$ cat config.mk
export PLATFORM = sky130hd
export DESIGN_NAME = twm_master
export DESIGN_NICKNAME = d
export VERILOG_FILES = /design/src/common/twm_pkg.sv /design/src/common/twm_stream_if.sv /design/src/rtl/twm_master.sv /design/src/rtl/twm_buf.sv
export SDC_FILE = /design/constraint.sdc
export NUM_CORES = 1
export LEC_CHECK = 0
export BUFFER_PORTS_ARGS = -buffer_cell sky130_fd_sc_hd__buf_2
export CORE_UTILIZATION = 45
export DETAILED_ROUTE_END_ITERATION = 6
export PLACE_DENSITY = 0.67
export SYNTH_ARGS = -nofsm -noshare
export SYNTH_HDL_FRONTEND = slang
export SYNTH_SLANG_ARGS = --single-unit
$ cat constraint.sdc
create_clock -name ref_clk -period 2.1 [get_ports ref_clk]
set_input_delay 0.525 -clock ref_clk [delete_from_list [all_inputs] [get_ports ref_clk]]
set_output_delay 0.525 -clock ref_clk [all_outputs]
set_load 0.02 [all_outputs]
$ cat src/common/twm_pkg.sv
/*
  Shared constants, types and decode functions of the two-wire master.
  Assumes a 25 MHz core clock; every bus timing is derived from it.
*/
package twm_pkg;
  localparam int CLK_HZ      = 25_000_000;
  localparam int RATE_100K_HZ = 100_000;
  localparam int RATE_400K_HZ = 400_000;
  localparam int RATE_800K_HZ = 800_000;
  localparam int RATE_1M_HZ   = 1_000_000;
  localparam int Q_W          = 7;
  // Quarter bit periods, rounded down so the bus never runs slow
  localparam logic [Q_W-1:0] Q_100K = Q_W'(CLK_HZ / (4 * RATE_100K_HZ));
  localparam logic [Q_W-1:0] Q_400K = Q_W'(CLK_HZ / (4 * RATE_400K_HZ));
  localparam logic [Q_W-1:0] Q_800K = Q_W'(CLK_HZ / (4 * RATE_800K_HZ));
  localparam logic [Q_W-1:0] Q_1M   = Q_W'(CLK_HZ / (4 * RATE_1M_HZ));
  localparam int LEN_W     = 5;
  localparam int MAX_BYTES = 16;
  localparam logic [1:0] XFER_RD   = 2'h0;
  localparam logic [1:0] XFER_WR   = 2'h1;
  localparam logic [1:0] XFER_RW   = 2'h2;
  localparam logic [1:0] XFER_WRRD = 2'h3;
  localparam logic [1:0] RATE_100K = 2'h0;
  localparam logic [1:0] RATE_400K = 2'h1;
  localparam logic [1:0] RATE_800K = 2'h2;
  localparam logic [1:0] RATE_1M   = 2'h3;
  localparam logic [3:0] ACK_BIT   = 4'h8;
  localparam logic [1:0] PH_SAMPLE = 2'h2;
  localparam logic [1:0] PH_LAST   = 2'h3;
  localparam logic [7:0] BYTE_RST  = 8'h00;

  typedef enum logic [4:0] {
    ST_IDLE  = 5'h01,
    ST_START = 5'h02,
    ST_LOAD  = 5'h04,
    ST_BYTE  = 5'h08,
    ST_STOP  = 5'h10
  } twm_state_t;

  function automatic logic [Q_W-1:0] quarter(input logic [1:0] rate);
    case (rate)
      RATE_100K: quarter = Q_100K;
      RATE_400K: quarter = Q_400K;
      RATE_800K: quarter = Q_800K;
      default:   quarter = Q_1M;
    endcase
  endfunction

  // Direction of the first or second phase of a transfer type
  function automatic logic phase_reads(input logic [1:0] xt,
                                       input logic p2);
    case (xt)
      XFER_RD: phase_reads = 1'b1;
      XFER_WR: phase_reads = 1'b0;
      XFER_RW: phase_reads = !p2;
      default: phase_reads = p2;
    endcase
  endfunction

  function automatic logic [LEN_W-1:0] clamp_len(input logic [LEN_W-1:0] n);
    if (n == '0)
      clamp_len = LEN_W'(1);
    else if (n > LEN_W'(MAX_BYTES))
      clamp_len = LEN_W'(MAX_BYTES);
    else
      clamp_len = n;
  endfunction
endpackage

$ cat src/common/twm_stream_if.sv
/*
  Valid/ready byte stream between the master core and its buffer.
  Assumes both ends sit on the same clock.
*/
`timescale 1ns/10ps
`default_nettype none
interface twm_stream_if #(parameter int W = 8);
  logic         valid;
  logic         ready;
  logic [W-1:0] data;
  modport src (output valid, output data, input ready);
  modport snk (input valid, input data, output ready);
endinterface
`default_nettype wire

$ cat src/rtl/twm_master.sv
/*
  Two-wire serial bus master: start, address, up to two data phases,
  repeated start and stop, sequenced entirely in hardware.
  Assumes open-drain pads with external pull-ups, a slave that never
  stretches the clock, and no other master on the bus.
*/
`timescale 1ns/10ps
`default_nettype none
// How it works
// - Two-pin master, clock and data lines
// - Bus rates 100, 400 and 800 kHz
// - Extra 1 MHz bus rate
// - Read-only transfer of 1 to 16 bytes
// - Write-only transfer of 1 to 16 bytes
// - Read then write, up to 16 each
// - Write then read, up to 16 each
// - No arbitration, no stretching, single master
// - Hardware runs whole transfer after setup
// - Lines only pulled low or released
// - Processor picks transfer type each time
module twm_master (
  input  wire logic                    ref_clk,
  input  wire logic                    rst,
  input  wire logic                    start,
  input  wire logic [1:0]              xfer_type,
  input  wire logic [1:0]              rate_sel,
  input  wire logic [6:0]              slave_addr,
  input  wire logic [twm_pkg::LEN_W-1:0] rd_len,
  input  wire logic [twm_pkg::LEN_W-1:0] wr_len,
  input  wire logic [7:0]              wr_data,
  input  wire logic                    wr_valid,
  output logic                         wr_ready,
  output logic [7:0]                   rd_data,
  output logic                         rd_valid,
  input  wire logic                    rd_ready,
  output logic                         busy,
  output logic                         done,
  output logic                         nack,
  output logic                         stretch_seen,
  input  wire logic                    scl_in,
  output logic                         scl_out,
  output logic                         scl_oe,
  input  wire logic                    sda_in,
  output logic                         sda_out,
  output logic                         sda_oe
);
  import twm_pkg::*;

  twm_state_t       state_reg, state_next;
  logic [1:0]       ph_reg,    ph_next;
  logic [Q_W-1:0]   div_reg,   div_next;
  logic [3:0]       bc_reg,    bc_next;
  logic [7:0]       sh_reg,    sh_next;
  logic             rx_reg,    rx_next;
  logic             adr_reg,   adr_next;
  logic             p2_reg,    p2_next;
  logic [LEN_W-1:0] rem_reg,   rem_next;
  logic [LEN_W-1:0] n1_reg,    n1_next;
  logic [LEN_W-1:0] n2_reg,    n2_next;
  logic [1:0]       type_reg,  type_next;
  logic [1:0]       rate_reg,  rate_next;
  logic [6:0]       sadr_reg,  sadr_next;
  logic             nack_reg,  nack_next;
  logic             fault_reg, fault_next;
  logic             done_reg,  done_next;
  logic             scl_reg,   scl_next;
  logic             sda_reg,   sda_next;
  logic [1:0]       scl_sync_reg;
  logic [1:0]       sda_sync_reg;
  logic             tick;
  logic             push;
  logic             combined;
  logic             space;

  twm_stream_if #(.W(8)) push_s ();
  twm_stream_if #(.W(8)) pull_s ();

  twm_buf #(.W(8)) u_rd_buf (
    .ref_clk (ref_clk),
    .rst     (rst),
    .in_s    (push_s),
    .out_s   (pull_s)
  );

  assign push_s.valid = push;
  assign push_s.data  = sh_reg;
  assign space        = push_s.ready;
  assign rd_valid     = pull_s.valid;
  assign rd_data      = pull_s.data;
  assign pull_s.ready = rd_ready;

  // Pads only ever pull low; the pull-ups make the high level
  assign scl_out      = 1'b0;
  assign sda_out      = 1'b0;
  assign scl_oe       = scl_reg;
  assign sda_oe       = sda_reg;
  assign busy         = (state_reg != ST_IDLE);
  assign done         = done_reg;
  assign nack         = nack_reg;
  assign stretch_seen = fault_reg;
  assign tick         = (div_reg == '0);
  assign combined     = (type_reg == XFER_RW) || (type_reg == XFER_WRRD);

  always_ff @(posedge ref_clk) begin
    if (rst) begin
      scl_sync_reg <= 2'h3;
      sda_sync_reg <= 2'h3;
    end else begin
      scl_sync_reg <= {scl_sync_reg[0], scl_in};
      sda_sync_reg <= {sda_sync_reg[0], sda_in};
    end
  end

  always_comb begin
    state_next = state_reg;
    ph_next    = ph_reg;
    bc_next    = bc_reg;
    sh_next    = sh_reg;
    rx_next    = rx_reg;
    adr_next   = adr_reg;
    p2_next    = p2_reg;
    rem_next   = rem_reg;
    n1_next    = n1_reg;
    n2_next    = n2_reg;
    type_next  = type_reg;
    rate_next  = rate_reg;
    sadr_next  = sadr_reg;
    nack_next  = nack_reg;
    fault_next = fault_reg;
    done_next  = 1'b0;
    scl_next   = 1'b0;
    sda_next   = 1'b0;
    push       = 1'b0;
    wr_ready   = 1'b0;
    // Fixed quarter period; the free-running divider never waits on SCL
    div_next   = tick ? quarter(rate_reg) - Q_W'(1) : div_reg - Q_W'(1);
    case (state_reg)
      ST_IDLE: begin
        div_next = quarter(rate_sel) - Q_W'(1);
        ph_next  = '0;
        if (start) begin
          type_next  = xfer_type;
          rate_next  = rate_sel;
          sadr_next  = slave_addr;
          n1_next    = clamp_len(phase_reads(xfer_type, 1'b0) ? rd_len
                                                             : wr_len);
          n2_next    = clamp_len(phase_reads(xfer_type, 1'b1) ? rd_len
                                                             : wr_len);
          p2_next    = 1'b0;
          nack_next  = 1'b0;
          fault_next = 1'b0;
          state_next = ST_START;
        end
      end
      ST_START: begin
        // Same shape serves first and repeated start
        scl_next = (ph_reg == 2'h0) || (ph_reg == PH_LAST);
        sda_next = (ph_reg >= PH_SAMPLE);
        if (tick) begin
          ph_next = ph_reg + 2'h1;
          if (ph_reg == PH_LAST) begin
            bc_next    = '0;
            sh_next    = {sadr_reg, phase_reads(type_reg, p2_reg)};
            rx_next    = 1'b0;
            adr_next   = 1'b1;
            state_next = ST_BYTE;
          end
        end
      end
      ST_LOAD: begin
        // Clock held low while data or buffer room is awaited
        scl_next = 1'b1;
        div_next = quarter(rate_reg) - Q_W'(1);
        ph_next  = '0;
        bc_next  = '0;
        if (rx_reg && space) begin
          state_next = ST_BYTE;
        end else if (!rx_reg && wr_valid) begin
          wr_ready   = 1'b1;
          sh_next    = wr_data;
          state_next = ST_BYTE;
        end
      end
      ST_BYTE: begin
        scl_next = (ph_reg == 2'h0) || (ph_reg == PH_LAST);
        if (bc_reg != ACK_BIT)
          sda_next = !rx_reg && !sh_reg[7];
        else
          sda_next = rx_reg && (rem_reg != LEN_W'(1));
        if (tick) begin
          ph_next = ph_reg + 2'h1;
          if (ph_reg == PH_SAMPLE) begin
            if (!scl_sync_reg[1])
              fault_next = 1'b1;
            if (rx_reg && bc_reg != ACK_BIT)
              sh_next = {sh_reg[6:0], sda_sync_reg[1]};
            if (!rx_reg && bc_reg == ACK_BIT && sda_sync_reg[1])
              nack_next = 1'b1;
          end
          if (ph_reg == PH_LAST) begin
            if (bc_reg != ACK_BIT) begin
              bc_next = bc_reg + 4'h1;
              if (!rx_reg)
                sh_next = {sh_reg[6:0], 1'b0};
            end else begin
              push = rx_reg;
              if (nack_reg) begin
                state_next = ST_STOP;
              end else if (adr_reg) begin
                adr_next   = 1'b0;
                rx_next    = phase_reads(type_reg, p2_reg);
                rem_next   = p2_reg ? n2_reg : n1_reg;
                state_next = ST_LOAD;
              end else if (rem_reg != LEN_W'(1)) begin
                rem_next   = rem_reg - LEN_W'(1);
                state_next = ST_LOAD;
              end else if (combined && !p2_reg) begin
                p2_next    = 1'b1;
                state_next = ST_START;
              end else begin
                state_next = ST_STOP;
              end
            end
          end
        end
      end
      ST_STOP: begin
        scl_next = (ph_reg == 2'h0);
        sda_next = (ph_reg != PH_LAST);
        if (tick) begin
          ph_next = ph_reg + 2'h1;
          if (ph_reg == PH_LAST) begin
            done_next  = 1'b1;
            state_next = ST_IDLE;
          end
        end
      end
      default: begin
        state_next = ST_IDLE;
      end
    endcase
  end

  always_ff @(posedge ref_clk) begin
    if (rst) begin
      state_reg <= ST_IDLE;
      ph_reg    <= '0;
      div_reg   <= '0;
      bc_reg    <= '0;
      sh_reg    <= BYTE_RST;
      rx_reg    <= 1'b0;
      adr_reg   <= 1'b0;
      p2_reg    <= 1'b0;
      rem_reg   <= '0;
      n1_reg    <= '0;
      n2_reg    <= '0;
      type_reg  <= XFER_RD;
      rate_reg  <= RATE_100K;
      sadr_reg  <= '0;
      nack_reg  <= 1'b0;
      fault_reg <= 1'b0;
      done_reg  <= 1'b0;
      scl_reg   <= 1'b0;
      sda_reg   <= 1'b0;
    end else begin
      state_reg <= state_next;
      ph_reg    <= ph_next;
      div_reg   <= div_next;
      bc_reg    <= bc_next;
      sh_reg    <= sh_next;
      rx_reg    <= rx_next;
      adr_reg   <= adr_next;
      p2_reg    <= p2_next;
      rem_reg   <= rem_next;
      n1_reg    <= n1_next;
      n2_reg    <= n2_next;
      type_reg  <= type_next;
      rate_reg  <= rate_next;
      sadr_reg  <= sadr_next;
      nack_reg  <= nack_next;
      fault_reg <= fault_next;
      done_reg  <= done_next;
      scl_reg   <= scl_next;
      sda_reg   <= sda_next;
    end
  end

  // Checking helpers: cycles between ticks, bytes moved per transfer
  logic [Q_W-1:0]   gap_reg;
  logic [LEN_W:0]   rd_cnt_reg;
  logic [LEN_W:0]   wr_cnt_reg;

  always_ff @(posedge ref_clk) begin
    if (rst || tick)
      gap_reg <= '0;
    else
      gap_reg <= gap_reg + Q_W'(1);
    if (rst || (start && state_reg == ST_IDLE)) begin
      rd_cnt_reg <= '0;
      wr_cnt_reg <= '0;
    end else begin
      rd_cnt_reg <= rd_cnt_reg + (LEN_W+1)'(push);
      wr_cnt_reg <= wr_cnt_reg + (LEN_W+1)'(wr_ready);
    end
  end

  std_rate_a: assert property (@(posedge ref_clk) disable iff (rst)
    (tick && state_reg == ST_BYTE && ph_reg != 2'h0
     && rate_reg != RATE_1M) |-> (gap_reg == quarter(rate_reg) - Q_W'(1)))
    else $error("quarter period wrong at standard rate");

  fast_rate_a: assert property (@(posedge ref_clk) disable iff (rst)
    (tick && state_reg == ST_BYTE && ph_reg != 2'h0
     && rate_reg == RATE_1M) |-> (gap_reg == Q_1M - Q_W'(1)))
    else $error("quarter period wrong at 1 MHz");

  read_only_a: assert property (@(posedge ref_clk) disable iff (rst)
    (done_reg && !nack_reg && type_reg == XFER_RD)
    |-> (rd_cnt_reg == (LEN_W+1)'(n1_reg) && wr_cnt_reg == '0))
    else $error("read-only byte count wrong");

  write_only_a: assert property (@(posedge ref_clk) disable iff (rst)
    (done_reg && !nack_reg && type_reg == XFER_WR)
    |-> (wr_cnt_reg == (LEN_W+1)'(n1_reg) && rd_cnt_reg == '0))
    else $error("write-only byte count wrong");

  read_write_a: assert property (@(posedge ref_clk) disable iff (rst)
    (done_reg && !nack_reg && type_reg == XFER_RW)
    |-> (rd_cnt_reg == (LEN_W+1)'(n1_reg)
         && wr_cnt_reg == (LEN_W+1)'(n2_reg)))
    else $error("read-then-write byte count wrong");

  write_read_a: assert property (@(posedge ref_clk) disable iff (rst)
    (done_reg && !nack_reg && type_reg == XFER_WRRD)
    |-> (wr_cnt_reg == (LEN_W+1)'(n1_reg)
         && rd_cnt_reg == (LEN_W+1)'(n2_reg)))
    else $error("write-then-read byte count wrong");

  data_edge_a: assert property (@(posedge ref_clk) disable iff (rst)
    (state_reg == ST_BYTE && $changed(sda_oe) && $past(state_reg) == ST_BYTE)
    |-> scl_oe)
    else $error("data line moved while clock released");

  type_capture_a: assert property (@(posedge ref_clk) disable iff (rst)
    (start && state_reg == ST_IDLE)
    |=> (state_reg == ST_START && type_reg == $past(xfer_type)))
    else $error("transfer type not captured at start");

  one_stop_a: assert property (@(posedge ref_clk) disable iff (rst)
    ($rose(state_reg == ST_STOP) && !nack_reg && combined) |-> p2_reg)
    else $error("stop issued before second phase");
endmodule // twm_master
`default_nettype wire

$ cat src/rtl/twm_buf.sv
/*
  Two-entry buffer with registered output data.
  Assumes a synchronous active-high reset on ref_clk.
*/
`timescale 1ns/10ps
`default_nettype none
module twm_buf #(
  parameter int W = 8
) (
  input wire logic     ref_clk,
  input wire logic     rst,
  twm_stream_if.snk    in_s,
  twm_stream_if.src    out_s
);
  logic [W-1:0] head_reg,  head_next;
  logic [W-1:0] spare_reg, spare_next;
  logic         hv_reg,    hv_next;
  logic         sv_reg,    sv_next;

  // Full only when both entries hold data
  assign in_s.ready  = !sv_reg;
  assign out_s.valid = hv_reg;
  assign out_s.data  = head_reg;

  always_comb begin
    head_next  = head_reg;
    spare_next = spare_reg;
    hv_next    = hv_reg;
    sv_next    = sv_reg;
    if (hv_reg && out_s.ready) begin
      head_next = spare_reg;
      hv_next   = sv_reg;
      sv_next   = 1'b0;
    end
    if (in_s.valid && !sv_reg) begin
      if (!hv_next) begin
        head_next = in_s.data;
        hv_next   = 1'b1;
      end else begin
        spare_next = in_s.data;
        sv_next    = 1'b1;
      end
    end
  end

  always_ff @(posedge ref_clk) begin
    if (rst) begin
      head_reg  <= '0;
      spare_reg <= '0;
      hv_reg    <= 1'b0;
      sv_reg    <= 1'b0;
    end else begin
      head_reg  <= head_next;
      spare_reg <= spare_next;
      hv_reg    <= hv_next;
      sv_reg    <= sv_next;
    end
  end
endmodule // twm_buf
`default_nettype wire

After elaboration in Yosys (flattened, before gate mapping)

Cells that the tools add are included.

Add/sub/neg operators: 7
Multiply operators: 0
Div/mod/pow operators: 0
Magnitude comparators: 3
Eq/ne operators: 42
Shift-type cells: 0
Multiplexer cells: 107
Bitwise gates (word level): 4
Reductions and logical operators: 47

Operators with widths:

| operator                                                                | number |
|---|---|
| 5-bit two-way mux                                                       | 23 |
| 8-bit two-way mux                                                       | 13 |
| 1-bit two-way mux                                                       | 47 |
| 2-bit inequality test, second input constant                            | 20 |
| 6-bit case mux with 3 select lines                                      | 2 |
| 7-bit by 1-bit subtractor with 7-bit output, second input constant      | 4 |
| 5-bit case mux with 5 select lines                                      | 1 |
| 8-bit case mux with 3 select lines                                      | 1 |
| 7-bit two-way mux                                                       | 3 |
| 4-bit two-way mux                                                       | 5 |
| 6-bit AND reduction                                                     | 3 |
| 9-bit AND reduction                                                     | 2 |
| 2-bit == test, second input constant                                    | 7 |
| 7-bit case mux with 2 select lines                                      | 1 |
| 4-bit case mux with 3 select lines                                      | 1 |
| 5-bit greater-than comparator, second input constant                    | 2 |
| 1-bit logical AND                                                       | 10 |
| 2-bit logical NOT                                                       | 5 |
| 5-bit logical NOT                                                       | 2 |
| 5-bit by 1-bit inequality test with 1-bit output, second input constant | 2 |
| 1-bit case mux with 2 select lines                                      | 5 |
| 5-bit AND reduction                                                     | 2 |
| 1-bit case mux with 3 select lines                                      | 3 |
| 2-bit by 1-bit == test with 1-bit output, second input constant         | 4 |
| other kinds (26)                                                        | 42 |

Register bits after elaboration: 82
Bits in latches: 0
Memory bits (writable): 0
Memory bits (read-only): 0
Input port bits: 36
Output and inout bits: 18
Word-level logic and storage cells: 235
Memories kept: 0

Depth between registers and ports, before layout

Gate-level depths: netlist of run 1.

Word-level depth: 11
Depth in mapped cells: 9

Modules after synthesis

From an unflattened synthesis of run 1, not the netlist that was laid out.

Cells, all modules: 525
Area total of the unflattened synthesis: 4430.5 um2

By module, submodules not included:

| module     | instances | cells an instance | area each (um2) |
|---|---|---|---|
| twm_master | 1         | 440               | 3619.7 |
| twm_buf    | 1         | 85                | 810.8 |

Least setup slack after synthesis of run 1

Ideal clock, no wire load.

Path kind: register to register
Start: reg div_reg[0]
End: reg u_rd_buf.head_reg[6], in the netlist u_rd_buf.out_s.data[6]
Data arrival time: 1903 ps
Setup slack: 111 ps
Cell stages (with the launch flop): 9
Buffers on the path: 2
Cell sequence: dfxtp_1 > inv_1 > ha_1 > nor4b_2 > nand2_2 > or4b_1 > clkbuf_2 > buf_6 > a211oi_1

Word-level cells in the longest chain between the ends: 5

RTL lines:

| item                   | line              | RTL |
|---|---|---|
| from (decl)            | twm_master.sv:51  | `logic [Q_W-1:0] div_reg, div_next;` |
| from (signal assigned) | twm_master.sv:268 | `div_reg <= div_next;` |
| 7-bit logical NOT      | twm_master.sv:101 | `assign tick = (div_reg == '0);` |
| 1-bit two-way mux      | twm_master.sv:190 | `if (tick) begin` |
| 1-bit two-way mux      | twm_master.sv:137 | `case (state_reg)` |
| 1-bit logical AND      | twm_buf.sv:35     | `if (in_s.valid && !sv_reg) begin` |
| 8-bit two-way mux      | twm_buf.sv:35     |  |
| to (signal assigned)   | twm_buf.sv:53     | `head_reg <= head_next;` |
| to (decl)              | twm_buf.sv:15     | `logic [W-1:0] head_reg, head_next;` |

No other way between the ends.
A chain may end at the register's enable or synchronous reset.

Worst setup path after layout of run 1

Start: reg state_reg[4]
End: out busy

Word-level cells in the longest chain between the ends: 1

RTL lines:

| item                                             | line              | RTL |
|---|---|---|
| from (decl)                                      | twm_master.sv:49  | `twm_state_t state_reg, state_next;` |
| from (signal assigned)                           | twm_master.sv:266 | `state_reg <= state_next;` |
| 5-bit by 1-bit inequality test with 1-bit output | twm_master.sv:97  | `assign busy = (state_reg != ST_IDLE);` |
| to (decl)                                        | twm_master.sv:36  | `output logic busy,` |

No other way between the ends.

==> flow_summary.json, run 1 <==
{
  "status": "finished clean",
  "die_area_mm2": 0.0102,
  "root_buffer": "clkbuf_8",
  "worst-setup-path-type": "flip-flop to output pin",
  "synth_warnings": 0,
  "max_stage_delay_ps": 400,
  "first_iter_violations": 248,
  "worstMarginPinSlew_ps": 510,
  "antenna_found_initial": 0,
  "final_antenna_net_count": 0,
  "vias_per_cell": 5.51,
  "async_reset_ff_share_pct": 0,
  "numClockSinks": 82,
  "synthCells": 521,
  "syn2layout_area_growth_pct": 17.1,
  "core_area_mm2": 0.00937,
  "fp-row-count": 35,
  "wl_per_cell_um": 14.4,
  "power.density_mw_per_mm2": 981,
  "clock_path_buffers": 2,
  "post-route-period-util_pct": 96.2,
  "hold_path.class": "input port to flip-flop",
  "cp_max_fo": 7,
  "num_antenna_cells": 0,
  "synthFlopType": "dfxtp_1",
  "p_leak_nw": 2.07,
  "netlist-cell-type-count": 64,
  "slowest_stage": "dfxtp_4",
  "vdd_drop_max_v": 0.000440,
  "hold_viol_final": 0,
  "gr-total-overflow": 0,
  "htreeDepth": 3,
  "ff2ff_setup_slack_ps": 110,
  "via_count": 3954,
  "place.gp.congestion": 0.860,
  "hpwl_um": 7740,
  "final_nets": 638,
  "yosys-top-cells-area": "dfxtp_1, mux2i_1, a21oi_1, ha_1, nor2_1",
  "yosysTopAreaCell": "dfxtp_1",
  "fin_skew_ps": 11.1,
  "dp.cells": 699,
  "slew_viol_final": 0,
  "cts_tree": "done",
  "seq_area_frac_synth_pct": 37.1,
  "synth.cell_area_mm2": 0.00442,
  "pin_count": 54,
  "path_cells": "and2b_2, and2_2, inv_2, buf_2",
  "max_freq_mhz": 495,
  "chipHeight_um": 101,
  "drive_gt1_share_pct": 23.3,
  "max_slew_margin_pct": 65.9,
  "fin_ws_ps": 80.0,
  "finalCriticalPeriod_ps": 2020,
  "netlist.area_leader.share_pct": 37.1,
  "die_w_um": 101,
  "hold_buffers": 0,
  "grt_pass1_wl_um": 17100,
  "synth_edf_count": 0,
  "setup_violations": 0,
  "grt_max_degree": 32,
  "max_cap_viol_count": 0,
  "drt_first_pass_iters": 5,
  "setup.worst_path.end_class": "output pin",
  "start_util_pct": 47.2,
  "start_kind": "flip-flop",
  "setup_tns_ps": 0,
  "rsz0062_at_grt": "no",
  "grt_pass1_vias": 3622,
  "ys_ff_latch": 82,
  "syn_avg_cell_area_um2": 8.49,
  "layoutNonFillerInstCount": 717,
  "drc_errors": 0,
  "dpl_worst_slack_ps": 33.6,
  "portBuffers": 51,
  "final_util_pct": 55.2,
  "crit_required_ps": 1570,
  "grt_usage_pct": 21.0,
  "cts_buffers": 9,
  "worst_hold_slack_ps": 349,
  "clk_latency_ps": 360,
  "cp.arrival_ps": 1500,
  "clk_pin_slew_ps": 90,
  "drt-total-wl_um": 10300
}
cell families (layout without fill, tap and decap cells):
logic type	after synthesis	in the layout	share of synthesized area (%)
compound gates	136	136	20.0
xor+xnor	7	7	1.39
fa+ha+maj	19	19	5.37
buf+inv	53	119	6.28
flops	82	82	37.1
mux	36	36	8.26
other cells	1	2	0.0848
simple gates	187	187	21.5
cell usage in the layout, fill, tap and decap left out, types with 5 or more instances in the layout:
master     n
buf_4     28
and3_1     5
o21ai_0   18
a211oi_1  17
or3_1      5
inv_1     19
nand2_1   37
nor2_1    55
dfxtp_1   76
buf_2     51
ha_1      18
nor3_1    21
a21oi_1   59
nand3_1   19
clkbuf_8  10
a221oi_1   7
dfxtp_2    5
mux2i_1   32
a22oi_1    7
synth_stat cells (2+ instances only):
cell	number
a211oi_1	19
a21oi_1	59
a221oi_1	7
a22oi_1	7
a31o_2	4
a31oi_1	4
and2_1	3
and3_1	5
buf_2	3
buf_4	3
buf_6	5
clkbuf_1	18
dfxtp_1	82
ha_1	19
inv_1	20
mux2_2	4
mux2i_1	32
nand2_1	37
nand2_2	2
nand2b_1	4
nand3_1	19
nand3b_1	4
nand4_1	2
nor2_1	56
nor2b_1	4
nor3_1	22
nor3b_1	3
nor4b_1	2
o211ai_1	2
o21ai_0	19
o31ai_1	4
or2_2	4
or3_1	5
or4_1	3
xnor2_1	4
xor2_1	3
critical path: cells and delay by family, from the launching register on:
kind | cells | cell delay, ps
flip-flops | 1 | 400
AND/OR/NAND/NOR | 2 | 480
buffers and inverters | 2 | 250
layout make-up:
cell class / count / area, µm²
fillers: 878 / 4190
multi-input cells: 387 / 2540
flip-flops and latches: 82 / 1650
repair buffers: 83 / 537
well taps: 129 / 161
clock buffers: 10 / 138
inverters: 20 / 75.1
clock inverters: 6 / 71.3
routing by layer:
layer | vias to the layer above | track usage, % | part of all wire (%)
met2 | 89 | 35.4 | 48
met5 | - | 0 | 0
met4 | 0 | 7.36 | 1.4
met1 | 1854 | 27.0 | 47
met3 | 12 | 3.73 | 3.9
li1 | 1999 | - | -
worst paths after layout:
path	depth (start not counted)	startpoint	to
hold / removal	2	sda_in	sda_sync_reg[0]
setup / recovery	4	state_reg[4]	busy
setup reg to reg	6	state_reg[4]	rem_reg[2]
hold reg to reg	1	sda_sync_reg[0]	sda_sync_reg[1]
timing repair:
| action | in CTS | in global routing |
|---|---|---|
| pin swaps | 0 | 3 |
| setup buffers | 0 | 2 |
| gates cloned | 0 | 0 |
| resized for setup | 4 | 13 |
| endpoints found under the setup margin | 2 | 28 |
where the power goes:
part | switching, W | leakage (nW) | internal [W]
clock | 0.000608 | 0.105 | 0.000596
combinational | 0.00103 | 1.29 | 0.000809
sequential | 0.000254 | 0.669 | 0.00178
per-stage QoR:
| step | power (W) | cell area, µm² |
|---|---|---|
| finish | 0.00508 | 5180 |
| global route | 0.00542 | 5180 |
| CTS | 0.00506 | 5110 |
| detailed placement | 0.00384 | 4900 |
| global placement | 0.00380 | 4900 |
| floorplan | 0.00332 | 4430 |
Note: power is estimated with default switching activity, not from simulation.
==> run 2: changes to the inputs <==
--- a/config.mk
+++ b/config.mk
@@ -5,9 +5,11 @@
 export SDC_FILE = /design/constraint.sdc
 export NUM_CORES = 1
 export LEC_CHECK = 0
+export ABC_AREA = 1
 export BUFFER_PORTS_ARGS = -buffer_cell sky130_fd_sc_hd__buf_2
 export CORE_UTILIZATION = 45
 export DETAILED_ROUTE_END_ITERATION = 6
+export GPL_ROUTABILITY_DRIVEN = 0
 export PLACE_DENSITY = 0.67
 export SYNTH_ARGS = -nofsm -noshare
 export SYNTH_HDL_FRONTEND = slang
==> flow_summary.json, run 2 <==
{
  "power.density_mw_per_mm2": 1000,
  "max_freq_mhz": 510,
  "chipHeight_um": 104,
  "cp_max_fo": 6,
  "slowest_stage": "dfxtp_1",
  "grt_pass1_vias": 4354,
  "synth.most_common_cell": "nand2_1",
  "yosysTopAreaCell": "dfxtp_1",
  "syn2layout_area_growth_pct": 15.2,
  "die_area_mm2": 0.0109,
  "synth_warnings": 0,
  "final_nets": 841,
  "clk_latency_ps": 370,
  "syn_avg_cell_area_um2": 6.50,
  "num_antenna_cells": 0,
  "synth_edf_count": 0,
  "clk_pin_slew_ps": 80,
  "vias_per_cell": 5.04,
  "antenna_found_initial": 0,
  "cpLargestDelayFamily": "simple AND/OR/NAND/NOR gates",
  "status": "finished clean",
  "start_util_pct": 46.2,
  "htreeDepth": 3,
  "netlist-cell-type-count": 34,
  "root_buffer": "clkbuf_8",
  "fin_skew_ps": 13.1,
  "clock_path_buffers": 2,
  "max_cap_viol_count": 0,
  "final_common_cell": "nand2_1",
  "async_reset_ff_share_pct": 0,
  "grt_max_degree": 37,
  "cp.arrival_ps": 1440,
  "fin_ws_ps": 138,
  "finalCriticalPeriod_ps": 1960,
  "numClockSinks": 82,
  "grt_pass1_wl_um": 19900,
  "final_antenna_net_count": 0,
  "setup_violations": 0,
  "hold_path.class": "input port to flip-flop",
  "synth.cell_area_mm2": 0.00472,
  "hold_buffers": 0,
  "fp-row-count": 37,
  "vdd_drop_max_v": 0.000536,
  "worst-setup-path-type": "flip-flop to output pin",
  "worstMarginPinSlew_ps": 509,
  "drt-total-wl_um": 11600,
  "rsz0062_at_grt": "no",
  "hold_viol_final": 0,
  "crit_required_ps": 1570,
  "yosys-top-cells-area": "dfxtp_1, nand2_1, nor2_1, inv_1, a21oi_1",
  "cts_buffers": 9,
  "drc_errors": 0,
  "setup.worst_path.end_class": "output pin",
  "final_cell_mix": "nand2_1, nor2_1, inv_1, dfxtp_1, a21oi_1",
  "synthCells": 727,
  "first_iter_violations": 254,
  "drive_gt1_share_pct": 15.8,
  "grt_usage_pct": 22.5,
  "ys_ff_latch": 82,
  "path_cells": "nor2_2, nand3_2, buf_4, buf_2",
  "synth_commonest_cells": "nand2_1, nor2_1, inv_1, dfxtp_1, a21oi_1",
  "slew_viol_final": 0,
  "gr-total-overflow": 0,
  "core_area_mm2": 0.0102,
  "start_kind": "flip-flop",
  "crit_buf_inv": 2,
  "hpwl_um": 8630,
  "cts_tree": "done",
  "netlist.area_leader.share_pct": 34.8,
  "die_w_um": 104,
  "wl_per_cell_um": 12.5,
  "post-route-period-util_pct": 93.4,
  "synthFlopType": "dfxtp_1",
  "max_stage_delay_ps": 360,
  "dpl_worst_slack_ps": 256,
  "final_util_pct": 53.1,
  "pin_count": 54,
  "seq_area_frac_synth_pct": 34.8,
  "p_leak_nw": 2.51,
  "max_slew_margin_pct": 66.0,
  "drt_first_pass_iters": 5,
  "via_count": 4671,
  "portBuffers": 51,
  "setup_tns_ps": 0
}
==> run 2: changes by cell type after synthesis, moves of 7 or more <==
cell,previous run,this run
buf_2,3,10
nor2_1,56,109
nor3_1,22,4
nand3_1,19,38
inv_1,20,86
mux2i_1,32,0
nand4_1,2,20
o21ai_0,19,38
a211oi_1,19,2
a221oi_1,7,0
nand2_1,37,187
==> run 2: routing by layer <==
metal | part of all wire (%) | track usage, %
met1 | 46 | 28.5
met2 | 47 | 38.1
met3 | 5.0 | 3.63
met4 | 1.9 | 8.47
met5 | 0 | 0
==> run 2: cells by family after synthesis <==
group                    share of synthesized area [%]
AND/OR/NAND/NOR                                   35.8
AO/OA/AOI/OAI                                     13.4
buffers and inverters                             9.57
flip-flops                                        34.8
adder cells (fa/ha/maj)                           5.03
XOR/XNOR                                          1.30
other                                           0.0794
==> run 2: worst paths after layout <==
path	slack [ps]	cells after the start	endpoint	from
worst max register to register	240	10	push_s.data[5]	bc_reg[0]
worst max-delay path	140	4	busy	state_reg[2]
worst min-delay path	350	2	scl_sync_reg[0]	scl_in
worst min register to register	420	1	scl_sync_reg[1]	scl_sync_reg[0]
==> run 2: layout make-up <==
type | instances | area, µm²
multi-input combinational | 532 | 2640
clock inverter | 7 | 92.6
sequential | 82 | 1640
timing repair buffer | 72 | 438
fill | 1026 | 4790
clock buffer | 9 | 124
tap | 136 | 170
inverter | 89 | 334
==> run 2: through the flow <==
step | cell area, µm² | cells | hold WS, ps | power (W)
finish | 5440 | 927 | 347 | 0.00546
global route | 5440 | 927 | 333 | 0.00590
CTS | 5420 | 925 | 333 | 0.00548
detailed placement | 5200 | 909 | 401 | 0.00420
global placement | 5200 | 909 | 405 | 0.00417
floorplan | 4730 | 728 | 389 | 0.00363
==> run 2: what timing repair did <==
| action | CTS | global route |
|---|---|---|
| cloned | 0 | 0 |
| buffers inserted | 0 | 2 |
| gates resized for setup | 1 | 1 |
| endpoints found under the setup margin | 1 | 1 |
| pin swaps | 0 | 1 |
==> run 2: report_power, final <==
part	internal [W]	switching (W)
Combinational	0.000755	0.00143
Sequential	0.00181	0.000200
Clock	0.000669	0.000596
Total	0.00324	0.00223
==> run 3: changes to the inputs <==
--- a/config.mk
+++ b/config.mk
@@ -10,6 +10,7 @@
 export CORE_UTILIZATION = 45
 export DETAILED_ROUTE_END_ITERATION = 6
 export GPL_ROUTABILITY_DRIVEN = 0
+export GPL_TIMING_DRIVEN = 0
 export PLACE_DENSITY = 0.67
 export SYNTH_ARGS = -nofsm -noshare
 export SYNTH_HDL_FRONTEND = slang
==> flow_summary.json, run 3 (synthesis results as in run 2) <==
{
  "status": "finished clean",
  "cp.arrival_ps": 1480,
  "drive_gt1_share_pct": 15.8,
  "min_to": "sda_sync_reg[0]",
  "grt_max_degree": 14,
  "cpLargestDelayFamily": "buffers and inverters",
  "drt_first_pass_iters": 5,
  "max_stage_delay_ps": 340,
  "r2r-start": "bc_reg[0]",
  "worst_hold_slack_ps": 345,
  "slew_viol_final": 0,
  "setup_violations": 0,
  "die_area_mm2": 0.0109,
  "min_path_cells": 2,
  "core_area_mm2": 0.0102,
  "slowest_stage": "dfxtp_1",
  "vias_per_cell": 5.04,
  "drt-total-wl_um": 12400,
  "crit_required_ps": 1570,
  "worstMarginPinSlew_ps": 657,
  "final_common_cell": "nand2_1",
  "finalCriticalPeriod_ps": 2010,
  "via_count": 4737,
  "clk_pin_slew_ps": 70,
  "die_w_um": 104,
  "path_cells": "inv_1, nand2_1, nor2_2, nand2_2, buf_6, nor2_1, buf_4",
  "rsz0062_at_grt": "no",
  "gr-total-overflow": 0,
  "numClockSinks": 82,
  "num_antenna_cells": 0,
  "crit_buf_inv": 3,
  "grt_usage_pct": 23.0,
  "hold_buffers": 0,
  "timing.rr.end": "push_s.data[5]",
  "start_kind": "flip-flop",
  "htreeDepth": 3,
  "fp-row-count": 37,
  "cts_buffers": 9,
  "clock_path_buffers": 2,
  "portBuffers": 51,
  "reg2reg_depth": 11,
  "layoutNonFillerInstCount": 940,
  "fin_skew_ps": 14.0,
  "grt_pass1_wl_um": 20100,
  "final_cell_mix": "nand2_1, nor2_1, inv_1, dfxtp_1, a21oi_1",
  "ff2ff_setup_slack_ps": 210,
  "post-route-period-util_pct": 95.6,
  "pin_count": 54,
  "setup_tns_ps": 0,
  "drc_errors": 0,
  "p_leak_nw": 2.50,
  "grt_pass1_vias": 4301,
  "worst-setup-path-type": "flip-flop to output pin",
  "syn2layout_area_growth_pct": 15.1,
  "hpwl_um": 9260,
  "max_freq_mhz": 498,
  "wl_per_cell_um": 13.2,
  "root_buffer": "clkbuf_8",
  "final_antenna_net_count": 0,
  "max_cap_viol_count": 0,
  "max_slew_margin_pct": 56.2,
  "critPathLaunch": "state_reg[0]",
  "first_iter_violations": 369,
  "start_util_pct": 46.2,
  "setup.worst_path.end_class": "output pin",
  "cts_tree": "done",
  "final_nets": 854,
  "min-delay-start": "sda_in",
  "hold_viol_final": 0,
  "power.density_mw_per_mm2": 991,
  "chipHeight_um": 104,
  "clk_latency_ps": 370,
  "cp_max_fo": 10,
  "dp.cells": 915,
  "vdd_drop_max_v": 0.000490,
  "hold_path.class": "input port to flip-flop",
  "antenna_found_initial": 0
}
run 3: worst max path at each step:
stage               depth (start not counted)                     to
floorplan                                   5               wr_ready
global placement                           10  u_rd_buf.spare_reg[5]
detailed placement                         11              n1_reg[0]
CTS                                         7               wr_ready
global route                               11         push_s.data[4]
finish                                      7               wr_ready
run 3: where the power goes:
group	internal, W	switching (W)
logic	0.000742	0.00147
registers	0.00181	0.000193
clock network	0.000583	0.000578
total	0.00314	0.00224
run 3: cell type report:
class | count | area [µm²]
fillers | 1019 | 4800
multi-input cells | 532 | 2640
flip-flops and latches | 82 | 1640
inverters | 89 | 334
repair buffers | 60 | 325
well taps | 136 | 170
clock buffers | 12 | 145
plain buffers | 25 | 124
clock inverters | 4 | 51.3
run 3: timing repair:
item	CTS	global route
pin swaps	0	4
resized for setup	5	3
hold endpoints to repair	0	0
endpoints found under the setup margin	1	34
buffers inserted	0	9
run 3: metal layers:
metal / global-route usage (%) / wire length, µm
met2: 38.6 / 5890
met5: 0 / 0
met4: 8.88 / 248
met3: 4.32 / 639
met1: 29.2 / 5640
run 3: through the flow:
| stage | utilization (%) | power (W) | area (µm²) | worst slack, ps |
|---|---|---|---|---|
| finish | 53.1 | 0.00538 | 5430 | 91.4 |
| global route | 53.1 | 0.00577 | 5430 | 15.1 |
| CTS | 52.4 | 0.00533 | 5360 | 32.0 |
| detailed placement | 50.3 | 0.00416 | 5150 | 70.6 |
| global placement | 50.3 | 0.00411 | 5150 | 74.9 |
| floorplan | - | 0.00363 | 4730 | 419 |
